===== src/scr_pkg.sv =====
// Constants for the synthesizer configuration register bank.
// Assumes a single core sync clock and a host that holds the byte port stable across a write.
//
// Contract
// - 28 word registers from index zero; byte port shows them as 112 byte registers.
// - Values written to the three registers the bank decodes itself wait in a buffer; transfer strobe or profile change applies them.
// - Master reset returns every register to its default value.
// - Control bit 24 starts oscillator calibration; host clears it before another.
// - Streaming bit zero: parallel words are accepted only on a transfer strobe or profile change.
// - Streaming bit one: parallel inputs sampled every clock edge and applied to the word the select pins pick.
// - Function select pins steer sampled data; host changes them synchronously.
// - Control bit 16 zero routes the cosine output to the converter.
// - Control bit 16 one routes the sine output; one after reset.
// - Profile seven holds 16-bit phase, 12-bit amplitude above, top four bits unused.
// - User sync low byte holds 3-bit sync-out and sync-in delay fields.
package scr_pkg;

  // Register geometry.
  localparam logic [4:0] REG_COUNT = 5'h1c;
  localparam logic [6:0] BYTE_COUNT = 7'h70;
  localparam int BYTE_AW = 7;
  localparam int IDX_W = 5;

  // Word indices of the registers this bank decodes itself.
  localparam logic [4:0] IDX_CONTROL_WORD_ONE = 5'h00;
  localparam logic [4:0] IDX_PROFILE_SEVEN_PA = 5'h1a;
  localparam logic [4:0] IDX_USER_SYNC_CONTROL = 5'h1b;

  // Reset values.
  localparam logic [31:0] RST_CONTROL_WORD_ONE = 32'h0001_0000;
  localparam logic [31:0] RST_PROFILE_SEVEN_PA = 32'h0000_0000;
  localparam logic [31:0] RST_USER_SYNC_CONTROL = 32'h0000_0800;
  localparam logic [31:0] RST_OTHER = 32'h0000_0000;

  // Writable bit masks; zeros are open positions.
  localparam logic [31:0] MASK_CONTROL_WORD_ONE = 32'h0103_fbff;
  localparam logic [31:0] MASK_PROFILE_SEVEN_PA = 32'h0fff_ffff;
  localparam logic [31:0] MASK_USER_SYNC_CONTROL = 32'h00ff_ff7f;

  // Field positions.
  localparam int BIT_OSC_CAL_START = 24;
  localparam int BIT_STREAM_ENABLE = 17;
  localparam int BIT_SINE_SELECT = 16;
  localparam int BIT_PLL_LOCK = 24;
  localparam int BIT_CAL_WITH_SYNC = 6;
  localparam int POS_SYNC_OUT_DELAY = 3;
  localparam int POS_SYNC_IN_DELAY = 0;
  localparam int DELAY_W = 3;
  localparam int POS_PHASE = 0;
  localparam int PHASE_W = 16;
  localparam int POS_AMP = 16;
  localparam int AMP_W = 12;
  localparam int FREQ_W = 32;
  localparam int DAC_W = 12;

  // Function select pin codes for the parallel data path.
  typedef enum logic [3:0]
  {
    SCR_FSEL_FREQ = 4'h0,
    SCR_FSEL_PHASE = 4'h1,
    SCR_FSEL_AMP = 4'h2
  } scr_fsel_t;

endpackage : scr_pkg


===== src/scr_store_if.sv =====
// Link between the bank control logic and its word store.
// Assumes both ends run on the same core sync clock.
`timescale 1ns/1ps
`default_nettype none
interface scr_store_if;
  logic we;
  logic [4:0] widx;
  logic [1:0] lane;
  logic [7:0] wdata;
  logic [4:0] ridx;
  logic [31:0] rdata;

  modport ctrl (output we, output widx, output lane, output wdata, output ridx, input rdata);
  modport store (input we, input widx, input lane, input wdata, input ridx, output rdata);
endinterface : scr_store_if
`default_nettype wire


===== src/scr_store.sv =====
// Byte-writable store for the registers that carry no logic of their own.
// Assumes the control side only writes in-range indices; read data comes one clock after the index.
`timescale 1ns/1ps
`default_nettype none
module scr_store
(
  // Clock and reset.
  input wire logic i_clk,
  input wire logic i_sys_rst,
  // Control side.
  scr_store_if.store bus
);
  import scr_pkg::*;

  logic [31:0] mem_r [REG_COUNT];
  logic [31:0] rdata_r;

  // One word per entry; master reset clears each back to its default.
  genvar g;
  generate
    for (g = 0; g < REG_COUNT; g++)
    begin : g_word
      always_ff @(posedge i_clk)
      begin
        if (i_sys_rst)
          mem_r[g] <= RST_OTHER;
        else if (bus.we && (bus.widx == 5'(g)))
          mem_r[g][{bus.lane, 3'b000} +: 8] <= bus.wdata;
      end
    end
  endgenerate

  // Registered read; an index past the end reads zero.
  always_ff @(posedge i_clk)
  begin
    if (i_sys_rst)
      rdata_r <= RST_OTHER;
    else
      rdata_r <= (bus.ridx < REG_COUNT) ? mem_r[bus.ridx] : RST_OTHER;
  end

  assign bus.rdata = rdata_r;

endmodule : scr_store
`default_nettype wire


===== src/scr_top.sv =====
// Configuration register bank of the synthesizer with its byte programming port.
// Assumes pin inputs are asynchronous except the parallel data and function select pins,
// which the host drives in step with the core sync clock.
`timescale 1ns/1ps
`default_nettype none
module scr_top
(
  // Clock and reset.
  input wire logic i_clk,
  input wire logic i_sys_rst,
  // Byte programming port.
  input wire logic [scr_pkg::BYTE_AW-1:0] i_prog_addr,
  input wire logic [7:0] i_prog_wdata,
  input wire logic i_prog_wr,
  output logic [7:0] o_prog_rdata,
  // Transfer pins.
  input wire logic i_io_update,
  input wire logic [2:0] i_profile_sel,
  // Parallel data path.
  input wire logic [scr_pkg::FREQ_W-1:0] i_par_data,
  input wire scr_pkg::scr_fsel_t i_function_select_pins,
  // Synthesizer core and clock generator.
  input wire logic [scr_pkg::DAC_W-1:0] i_dds_sine,
  input wire logic [scr_pkg::DAC_W-1:0] i_dds_cosine,
  input wire logic i_pll_lock,
  // Applied settings.
  output logic [scr_pkg::DAC_W-1:0] o_dac_data,
  output logic o_sine_select,
  output logic o_stream_enable,
  output logic o_oscillator_calibration_start,
  output logic [scr_pkg::FREQ_W-1:0] o_frequency_tuning_word,
  output logic [scr_pkg::PHASE_W-1:0] o_phase_offset_word,
  output logic [scr_pkg::AMP_W-1:0] o_amplitude_word,
  output logic [scr_pkg::PHASE_W-1:0] o_profile_seven_phase,
  output logic [scr_pkg::AMP_W-1:0] o_profile_seven_amp,
  output logic o_cal_with_sync,
  output logic [scr_pkg::DELAY_W-1:0] o_sync_out_delay,
  output logic [scr_pkg::DELAY_W-1:0] o_sync_in_delay
);
  import scr_pkg::*;

  localparam int SYNC_W = BYTE_AW + 8 + 1 + 1 + 3 + 1;

  // Replaces old bits with one byte lane of new data, only where the mask allows.
  function automatic logic [31:0] merge_byte(input logic [31:0] old, input logic [1:0] lane,
                                             input logic [7:0] d, input logic [31:0] mask);
    logic [31:0] lm;
    logic [31:0] dv;
    lm = (32'h0000_00ff << {lane, 3'b000}) & mask;
    dv = {24'h00_0000, d} << {lane, 3'b000};
    merge_byte = (old & ~lm) | (dv & lm);
  endfunction : merge_byte

  logic [SYNC_W-1:0] meta_r;
  logic [SYNC_W-1:0] sync_r;
  logic wr_d_r;
  logic upd_d_r;
  logic [2:0] prof_d_r;
  logic [31:0] ctrl_buf_r;
  logic [31:0] ctrl_act_r;
  logic [31:0] prof_buf_r;
  logic [31:0] prof_act_r;
  logic [31:0] usync_buf_r;
  logic [31:0] usync_act_r;
  logic [FREQ_W-1:0] freq_r;
  logic [PHASE_W-1:0] phase_r;
  logic [AMP_W-1:0] amp_r;
  logic [DAC_W-1:0] dac_r;
  logic cal_r;
  logic [7:0] rdata_r;

  scr_store_if sbus ();

  scr_store u_store
  (
    .i_clk(i_clk),
    .i_sys_rst(i_sys_rst),
    .bus(sbus.store)
  );

  // Every asynchronous pin passes two flip-flops before anything reads it.
  always_ff @(posedge i_clk)
  begin
    if (i_sys_rst)
    begin
      meta_r <= '0;
      sync_r <= '0;
    end
    else
    begin
      meta_r <= {i_prog_addr, i_prog_wdata, i_prog_wr, i_io_update, i_profile_sel, i_pll_lock};
      sync_r <= meta_r;
    end
  end

  // Synchronised pin views.
  wire [BYTE_AW-1:0] s_addr = sync_r[SYNC_W-1 -: BYTE_AW];
  wire [7:0] s_wdata = sync_r[13 -: 8];
  wire s_wr = sync_r[5];
  wire s_upd = sync_r[4];
  wire [2:0] s_prof = sync_r[3:1];
  wire s_lock = sync_r[0];

  // Address decode of the byte port into word index and byte lane.
  wire [IDX_W-1:0] idx = s_addr[BYTE_AW-1:2];
  wire [1:0] lane = s_addr[1:0];
  wire in_range = (s_addr < BYTE_COUNT);
  wire wr_pulse = s_wr & ~wr_d_r & in_range;
  wire hit_ctrl = (idx == IDX_CONTROL_WORD_ONE);
  wire hit_prof = (idx == IDX_PROFILE_SEVEN_PA);
  wire hit_usync = (idx == IDX_USER_SYNC_CONTROL);
  wire hit_own = hit_ctrl | hit_prof | hit_usync;

  // A transfer is an update rising edge or any change of the profile pins.
  wire xfer = (s_upd & ~upd_d_r) | (s_prof != prof_d_r);
  wire stream = ctrl_act_r[BIT_STREAM_ENABLE];
  wire load_par = stream | xfer;

  // Edge history for the write strobe and the transfer pins.
  always_ff @(posedge i_clk)
  begin
    if (i_sys_rst)
    begin
      wr_d_r <= 1'b0;
      upd_d_r <= 1'b0;
      prof_d_r <= 3'h0;
    end
    else
    begin
      wr_d_r <= s_wr;
      upd_d_r <= s_upd;
      prof_d_r <= s_prof;
    end
  end

  // Host writes land in the buffer copies; open positions keep their zero.
  always_ff @(posedge i_clk)
  begin
    if (i_sys_rst)
    begin
      ctrl_buf_r <= RST_CONTROL_WORD_ONE;
      prof_buf_r <= RST_PROFILE_SEVEN_PA;
      usync_buf_r <= RST_USER_SYNC_CONTROL;
    end
    else if (wr_pulse)
    begin
      if (hit_ctrl)
        ctrl_buf_r <= merge_byte(ctrl_buf_r, lane, s_wdata, MASK_CONTROL_WORD_ONE);
      if (hit_prof)
        prof_buf_r <= merge_byte(prof_buf_r, lane, s_wdata, MASK_PROFILE_SEVEN_PA);
      if (hit_usync)
        usync_buf_r <= merge_byte(usync_buf_r, lane, s_wdata, MASK_USER_SYNC_CONTROL);
    end
  end

  // Buffered values reach the logic only on a transfer; a same-cycle write waits for the next.
  always_ff @(posedge i_clk)
  begin
    if (i_sys_rst)
    begin
      ctrl_act_r <= RST_CONTROL_WORD_ONE;
      prof_act_r <= RST_PROFILE_SEVEN_PA;
      usync_act_r <= RST_USER_SYNC_CONTROL;
      cal_r <= 1'b0;
    end
    else
    begin
      if (xfer)
      begin
        ctrl_act_r <= ctrl_buf_r;
        prof_act_r <= prof_buf_r;
        usync_act_r <= usync_buf_r;
      end
      // Only a zero-to-one step starts a calibration, so the host must clear the bit between runs.
      cal_r <= xfer & ctrl_buf_r[BIT_OSC_CAL_START] & ~ctrl_act_r[BIT_OSC_CAL_START];
    end
  end

  // Parallel data goes to the word picked by the function select pins.
  always_ff @(posedge i_clk)
  begin
    if (i_sys_rst)
    begin
      freq_r <= '0;
      phase_r <= '0;
      amp_r <= '0;
    end
    else if (load_par)
    begin
      if (i_function_select_pins == SCR_FSEL_FREQ)
        freq_r <= i_par_data;
      if (i_function_select_pins == SCR_FSEL_PHASE)
        phase_r <= i_par_data[PHASE_W-1:0];
      if (i_function_select_pins == SCR_FSEL_AMP)
        amp_r <= i_par_data[AMP_W-1:0];
    end
  end

  // Converter source: sine when the select bit is one, cosine when zero.
  always_ff @(posedge i_clk)
  begin
    if (i_sys_rst)
      dac_r <= '0;
    else
      dac_r <= ctrl_act_r[BIT_SINE_SELECT] ? i_dds_sine : i_dds_cosine;
  end

  // Store side carries every register this logic does not decode.
  assign sbus.we = wr_pulse & ~hit_own;
  assign sbus.widx = idx;
  assign sbus.lane = lane;
  assign sbus.wdata = s_wdata;
  assign sbus.ridx = idx;

  // Readback shows buffered values, with the lock flag live from the pin.
  wire [31:0] usync_rd = usync_buf_r | ({31'h0, s_lock} << BIT_PLL_LOCK);
  wire [31:0] rd_word = hit_ctrl ? ctrl_buf_r : hit_prof ? prof_buf_r : hit_usync ? usync_rd : sbus.rdata;
  wire [7:0] rd_byte = in_range ? rd_word[{lane, 3'b000} +: 8] : 8'h00;

  // Read data is registered; it follows the address a few clocks late.
  always_ff @(posedge i_clk)
  begin
    if (i_sys_rst)
      rdata_r <= 8'h00;
    else
      rdata_r <= rd_byte;
  end

  assign o_prog_rdata = rdata_r;
  assign o_dac_data = dac_r;
  assign o_sine_select = ctrl_act_r[BIT_SINE_SELECT];
  assign o_stream_enable = stream;
  assign o_oscillator_calibration_start = cal_r;
  assign o_frequency_tuning_word = freq_r;
  assign o_phase_offset_word = phase_r;
  assign o_amplitude_word = amp_r;
  assign o_profile_seven_phase = prof_act_r[POS_PHASE +: PHASE_W];
  assign o_profile_seven_amp = prof_act_r[POS_AMP +: AMP_W];
  assign o_cal_with_sync = usync_act_r[BIT_CAL_WITH_SYNC];
  assign o_sync_out_delay = usync_act_r[POS_SYNC_OUT_DELAY +: DELAY_W];
  assign o_sync_in_delay = usync_act_r[POS_SYNC_IN_DELAY +: DELAY_W];

endmodule : scr_top
`default_nettype wire


===== config.mk =====
export PLATFORM = sky130hd
export DESIGN_NAME = scr_top
export DESIGN_NICKNAME = d
export VERILOG_FILES = /design/src/scr_pkg.sv /design/src/scr_store_if.sv /design/src/scr_store.sv /design/src/scr_top.sv
export SDC_FILE = /design/constraint.sdc
export NUM_CORES = 2
export LEC_CHECK = 0
export CORE_MARGIN = 2
export CORE_UTILIZATION = 25
export DETAILED_ROUTE_END_ITERATION = 16
export DONT_BUFFER_PORTS = 1
export GPL_TIMING_DRIVEN = 0
export SETUP_SLACK_MARGIN = 0.4
export SKIP_LAST_GASP = 1
export SYNTH_ARGS = -nofsm -noshare
export SYNTH_HDL_FRONTEND = slang
export SYNTH_HIERARCHICAL = 1
export SYNTH_SLANG_ARGS = --single-unit

===== constraint.sdc =====
create_clock -name i_clk -period 6.1 [get_ports i_clk]
set_input_delay 0.305 -clock i_clk [delete_from_list [all_inputs] [get_ports i_clk]]
set_output_delay 0.305 -clock i_clk [all_outputs]
set_load 0.01 [all_outputs]

Word level (Yosys, flattened, before mapping)
Memories as Yosys holds them, arrays and structs flattened. A register that Yosys moved wholly into a read port is not among the register bits.
Cells that the tools add are included.
{ "word_totals": {"ff_bits": 284, "mem_bits_rw": 896, "input_bits": 83, "out_inout_bits": 118, "elab_cells": 2005, "mem_count": 1} }
{ "memory_table": {"columns": ["memory", "words", "word_bits", "rd", "rd_ports_with_merged_regs", "write_ports", "line", "source"], "rows": [
  ["u_store.mem_r", 28, 32, 1, 1, 28, "scr_store.sv:15", "logic [31:0] mem_r [REG_COUNT];"]
]} }
{ "classes": {"n_addsub": 1, "n_lt_le_gt_ge": 2, "n_eq_ne": 30, "shift": 5, "muxes": 986, "n_bitwise": 925, "n_reduce_logical": 38} }
{ "ops": {"columns": ["op", "n"], "rows": [
  ["$mux 32", 31],
  ["$mux 1", 954],
  ["$or 1x1->1", 900],
  ["$and 32x32->32", 3],
  ["$or 32x32->32", 3],
  ["$eq 5x5->1 const B", 12],
  ["$eq 5x4->1 const B", 8],
  ["$and 32x24->32", 1],
  ["$and 32x25->32", 1],
  ["$and 32x28->32", 1],
  ["$not 24->32", 1],
  ["$not 25->32", 1],
  ["$not 28->32", 1],
  ["$or 32x25->32", 1],
  ["$shift 8x7->32 const A", 1],
  ["$shiftx 32x6->8", 1],
  ["$shiftx 8x7->32", 1],
  ["$shl 8x5->32", 1],
  ["$logic_and 1x1->1", 28],
  ["$shl 8x5->28 const A", 1],
  ["$eq 5x3->1 const B", 4],
  ["$mux 12", 1],
  ["$reduce_and 2->1", 6],
  ["$eq 5x2->1 const B", 2],
  ["other kinds (12)", 23]
]} }

Longest topological paths before layout
{ "logic_depth": {"word_depth": 10, "depth_mapped": 10, "mapped_depth_nobuf": 7} }

By module
The synthesis kept the hierarchy.
{ "by_module_without_submodules": {"columns": ["mod", "n_inst", "cells_per_inst", "area_each_um2", "seq_area_each_um2"], "rows": [
  ["scr_store", 1, 3154, 40590.2, 27546.4],
  ["scr_top", 1, 972, 8909.8, 4704.5]
]} }

Worst setup path after synthesis
Ideal clock, no wire load.
{ "synth_path": {"path_kind": "register to register", "start": "register sync_r[20]", "end": "memory u_store.mem_r[0][16], enable pin", "setup_time_ps": 334, "t_arrival_ps": 2403, "required_time_ps": 5766, "setup_slack_ps": 3362, "stages_incl_launch_ff": 11, "n_path_buf": 3, "synth_period_minus_slack_ps": 2738, "cell_sequence": "dfxtp_1 or4_4 nor2_4 buf_4 buf_4 nor2_1 or3b_1 nor3_1 buf_2 nand2_1 nand2b_1"} }
{ "synth_rtl": {"columns": ["item", "line", "source"], "rows": [
  ["start, declared", "scr_top.sv:55", "logic [SYNC_W-1:0] sync_r;"],
  ["start signal, assigned", "scr_top.sv:92", "sync_r <= meta_r;"],
  ["end, declared", "scr_store.sv:15", null]
]} }

==> impl_metrics.env <==
export IMPL_syn_area_per_cell_um2=12.0
export IMPL_power_share_clock=0.429
export IMPL_cp_common_cell="buf_4"
export IMPL_layout_setup_ws_ns=1.63
export IMPL_crit_path_max_fanout=17
export IMPL_seqPwrFrac=0.512
export IMPL_postCtsSetupBuffers=0
export IMPL_maxSlewHeadroom=0.0549
export IMPL_p_comb_frac=0.059
export IMPL_synth_edf_count=896
export IMPL_start_kind="flop"
export IMPL_syn_instance_count=4126
export IMPL_outcome="finished clean"
export IMPL_holdBufCountCts=80
export IMPL_netlist_area_um2=49500
export IMPL_clk_latency_ns=0.72
export IMPL_fin_cells=7074
export IMPL_ys_seq_area_frac=0.652
export IMPL_drtAntennaViolNets=0
export IMPL_setup_viol=0
export IMPL_end_kind="flop"
export IMPL_final_layout_size_suffix_gt1_frac=0.0926
export IMPL_min_path_type="primary input to flop"
export IMPL_r2r_setup_slack_ns=1.63
export IMPL_timing_fmax_ghz=0.224
export IMPL_synth_seq_cells=1163
export IMPL_cp_data_arrival_time_ns=4.83
export IMPL_chipHeight_um=449
export IMPL_cpPeakStageDelay_ns=0.79
export IMPL_grt_pass1_vias=33400
export IMPL_nets=4417
export IMPL_cp_required_ns=6.46
export IMPL_hold_viol_final=0
export IMPL_finalCritPeriodShare=0.733
export IMPL_slowest_stage="dfxtp_1"
export IMPL_drv_slew=0
export IMPL_period_needed_ns=4.47
export IMPL_fillers=20200
export IMPL_first_iter_violations=4149
export IMPL_path_clk_slew_ns=0.06
export IMPL_root_buffer="clkbuf_16"
export IMPL_drtPass1Iterations=7
export IMPL_post_drt_wl_per_cell_um=22.4
export IMPL_syn_nets=4214
export IMPL_synth_ff_type="edfxtp_1"
export IMPL_fin_skew_ns=0.0363
export IMPL_p_sw_uw=3910
export IMPL_rsz0062_at_grt="no"
export IMPL_peakVddDrop_mv=0.234
export IMPL_area_delta_synth_final_pct=16.5
export IMPL_tightest_slew_ns=1.42
export IMPL_grt_pass1_wl_um=227000
export IMPL_path_cells="or4_4, nor2_4, buf_4, buf_4, nor2_1, nand3b_1, nor3_1, clkbuf_1, nand2_1, nand2b_1"
export IMPL_ios=201
export IMPL_vias=34300
export IMPL_die_w_um=449
export IMPL_internal_power_uw=13500
export IMPL_cts_tree="yes"
export IMPL_fin_tns_setup_ns=0
export IMPL_cts_sinks=1163
export IMPL_numPortBuffers=0
export IMPL_core_area_um2=197000
export IMPL_via_per_inst=4.85
export IMPL_clock_path_buffers=3
export IMPL_async_reset_ff_frac=0
export IMPL_drc=0
export IMPL_place_inst=6767
export IMPL_yosysWarnings=6
export IMPL_place_ws_ns=1.89
export IMPL_die_area_um2=202000
export IMPL_hpwl_um=117000
export IMPL_place_congestion=0.969
export IMPL_synth_cell_types=69
export IMPL_cts_resized=0
export IMPL_cellLeakagePower_uw=0.0182
export IMPL_overflow=0
export IMPL_rows=163
export IMPL_powerDensity_nw_per_um2=302
export IMPL_antenna_found_initial=5
export IMPL_critPathKind="flop to flop"
export IMPL_switching_share=0.225
export IMPL_drt_total_wl_um=159000
export IMPL_maxCapViolCount=0
export IMPL_start_util=0.251
export IMPL_cts_buffers=120
export IMPL_htree_levels=3
export IMPL_grt_use_total=0.151
export IMPL_grt_start_max_net_pins=18
==> power by group through the flow <==
| stage | clock network (uW) | registers (uW) | logic [uW] |
|---|---|---|---|
| 3_5_place_dp | 0 | 9080 | 946 |
| 6_report | 7470 | 8910 | 1020 |
| 4_1_cts | 7590 | 8910 | 1000 |
| 2_1_floorplan | 0 | 9010 | 596 |
| 5_1_grt | 7910 | 8930 | 1070 |
| 3_3_place_gp | 0 | 9060 | 935 |
==> critical path: cells and delay by family, from the launching register on <==
kind,cells,cell delay (ns)
AND/OR/NAND/NOR,7,2.29
flip-flops,1,0.79
buffers and inverters,3,1.01
==> area by class of cell <==
cell class / count / area, um^2 / area share
buffer: 292 / 1290 / 0.0223
tap: 2640 / 3300 / 0.0573
inverter: 7 / 26.3 / 0.000456
clock buffer: 162 / 3450 / 0.0599
antenna: 5 / 12.5 / 0.000217
sequential: 1163 / 32300 / 0.559
multi-input combinational: 2664 / 15900 / 0.276
clock inverter: 60 / 592 / 0.0103
timing repair buffer: 81 / 808 / 0.0140
==> Yosys cell counts (all sizes together) (2+ instances only) <==
library cell	instances	area (um^2)
and3	5	31.3
nand2	344	1320
inv	7	26.3
a31oi	4	25.0
nand2b	89	557
xnor2	3	26.3
a31o	30	263
buf	117	632
mux2i	489	4890
edfxtp	896	26900
a21oi	121	606
a21boi	4	30.0
nor3b	3	22.5
mux2	21	236
clkbuf	175	657
and2	19	119
mux4	28	631
o21ai	14	85.1
o211ai	10	75.1
a2bb2oi	2	17.5
nor2	1032	3890
ha	5	62.6
o31a	2	17.5
or2	11	68.8
a22oi	179	1340
nor4	2	27.5
nand3b	6	45.0
or4	2	18.8
dfxtp	267	5350
nor4b	4	35.0
a221oi	11	96.3
a211o	2	17.5
nor3	6	46.3
nand3	97	498
a211oi	21	168
or3b	2	17.5
nand4	24	150
nor2b	58	363
==> cell families (layout without fill, tap and decap cells) <==
family                   Yosys count  after routing  synth area share
AO/OA/AOI/OAI                    410            410            0.0573
XOR/XNOR                           3              3          0.000531
adder cells (fa/ha/maj)            5              5           0.00126
buffers and inverters            299            602            0.0266
flip-flops                      1163           1163             0.652
multiplexers                     538            538             0.116
other                              0              5                 0
AND/OR/NAND/NOR                 1708           1708             0.146
==> path summary, 6_finish.rpt <==
| path | start | depth (start not counted) | endpoint |
|---|---|---|---|
| worst min register to register | meta_r[8]$_SDFF_PP0_ | 1 | sync_r[8]$_SDFF_PP0_ |
| worst max-delay path | sync_r[20]$_SDFF_PP0_ | 10 | u_store/mem_r[6][18]$_DFFE_PP_ |
| worst max register to register | sync_r[20]$_SDFF_PP0_ | 10 | u_store/mem_r[6][18]$_DFFE_PP_ |
| worst min-delay path | i_sys_rst | 2 | meta_r[19]$_SDFF_PP0_ |
==> registers in the layout (all words and copies together) (netlist names), named ones only <==
register / count
u_store/mem_r: 896
o_frequency_tuning_word: 32
u_store/bus.rdata: 32
prof_act_r: 28
meta_r: 21
sync_r: 21
o_phase_offset_word: 16
o_amplitude_word: 12
o_dac_data: 12
o_prog_rdata: 8
usync_act_r: 7
ctrl_act_r: 3
prof_d_r: 3
o_oscillator_calibration_start: 1
upd_d_r: 1
wr_d_r: 1
==> layout by cell type (no fill, tap or decap), drive strengths merged, types with 41 or more instances in the layout <==
master,n
buf,118
nand2,344
nor2b,58
a21oi,121
dfxtp,267
nand2b,89
mux2i,489
clkinv,41
edfxtp,896
dlygate4sd3,80
a22oi,179
clkbuf,337
nor2,1032
nand3,97
==> layer usage <==
| metal | global-route usage | part of all wire | vias up |
|---|---|---|---|
| met5 | 0 | 0 | - |
| li1 | - | - | 15100 |
| met3 | 0.0323 | 0.095 | 286 |
| met4 | 0.0647 | 0.044 | 0 |
| met1 | 0.189 | 0.39 | 17200 |
| met2 | 0.251 | 0.47 | 1706 |
==> through the flow <==
step                      hold WS, ns  instance area, um^2  total power [uW]  utilization
after floorplan                 0.399                49500              9610            -
final                          0.0750                57700             17400        0.293
after global routing           0.0828                57700             17900        0.293
after global placement          0.424                52800             10000        0.268
after CTS                      0.0351                57700             17500        0.293
after detailed placement        0.429                52800             10000        0.268
(Power assumes the default switching activity.)
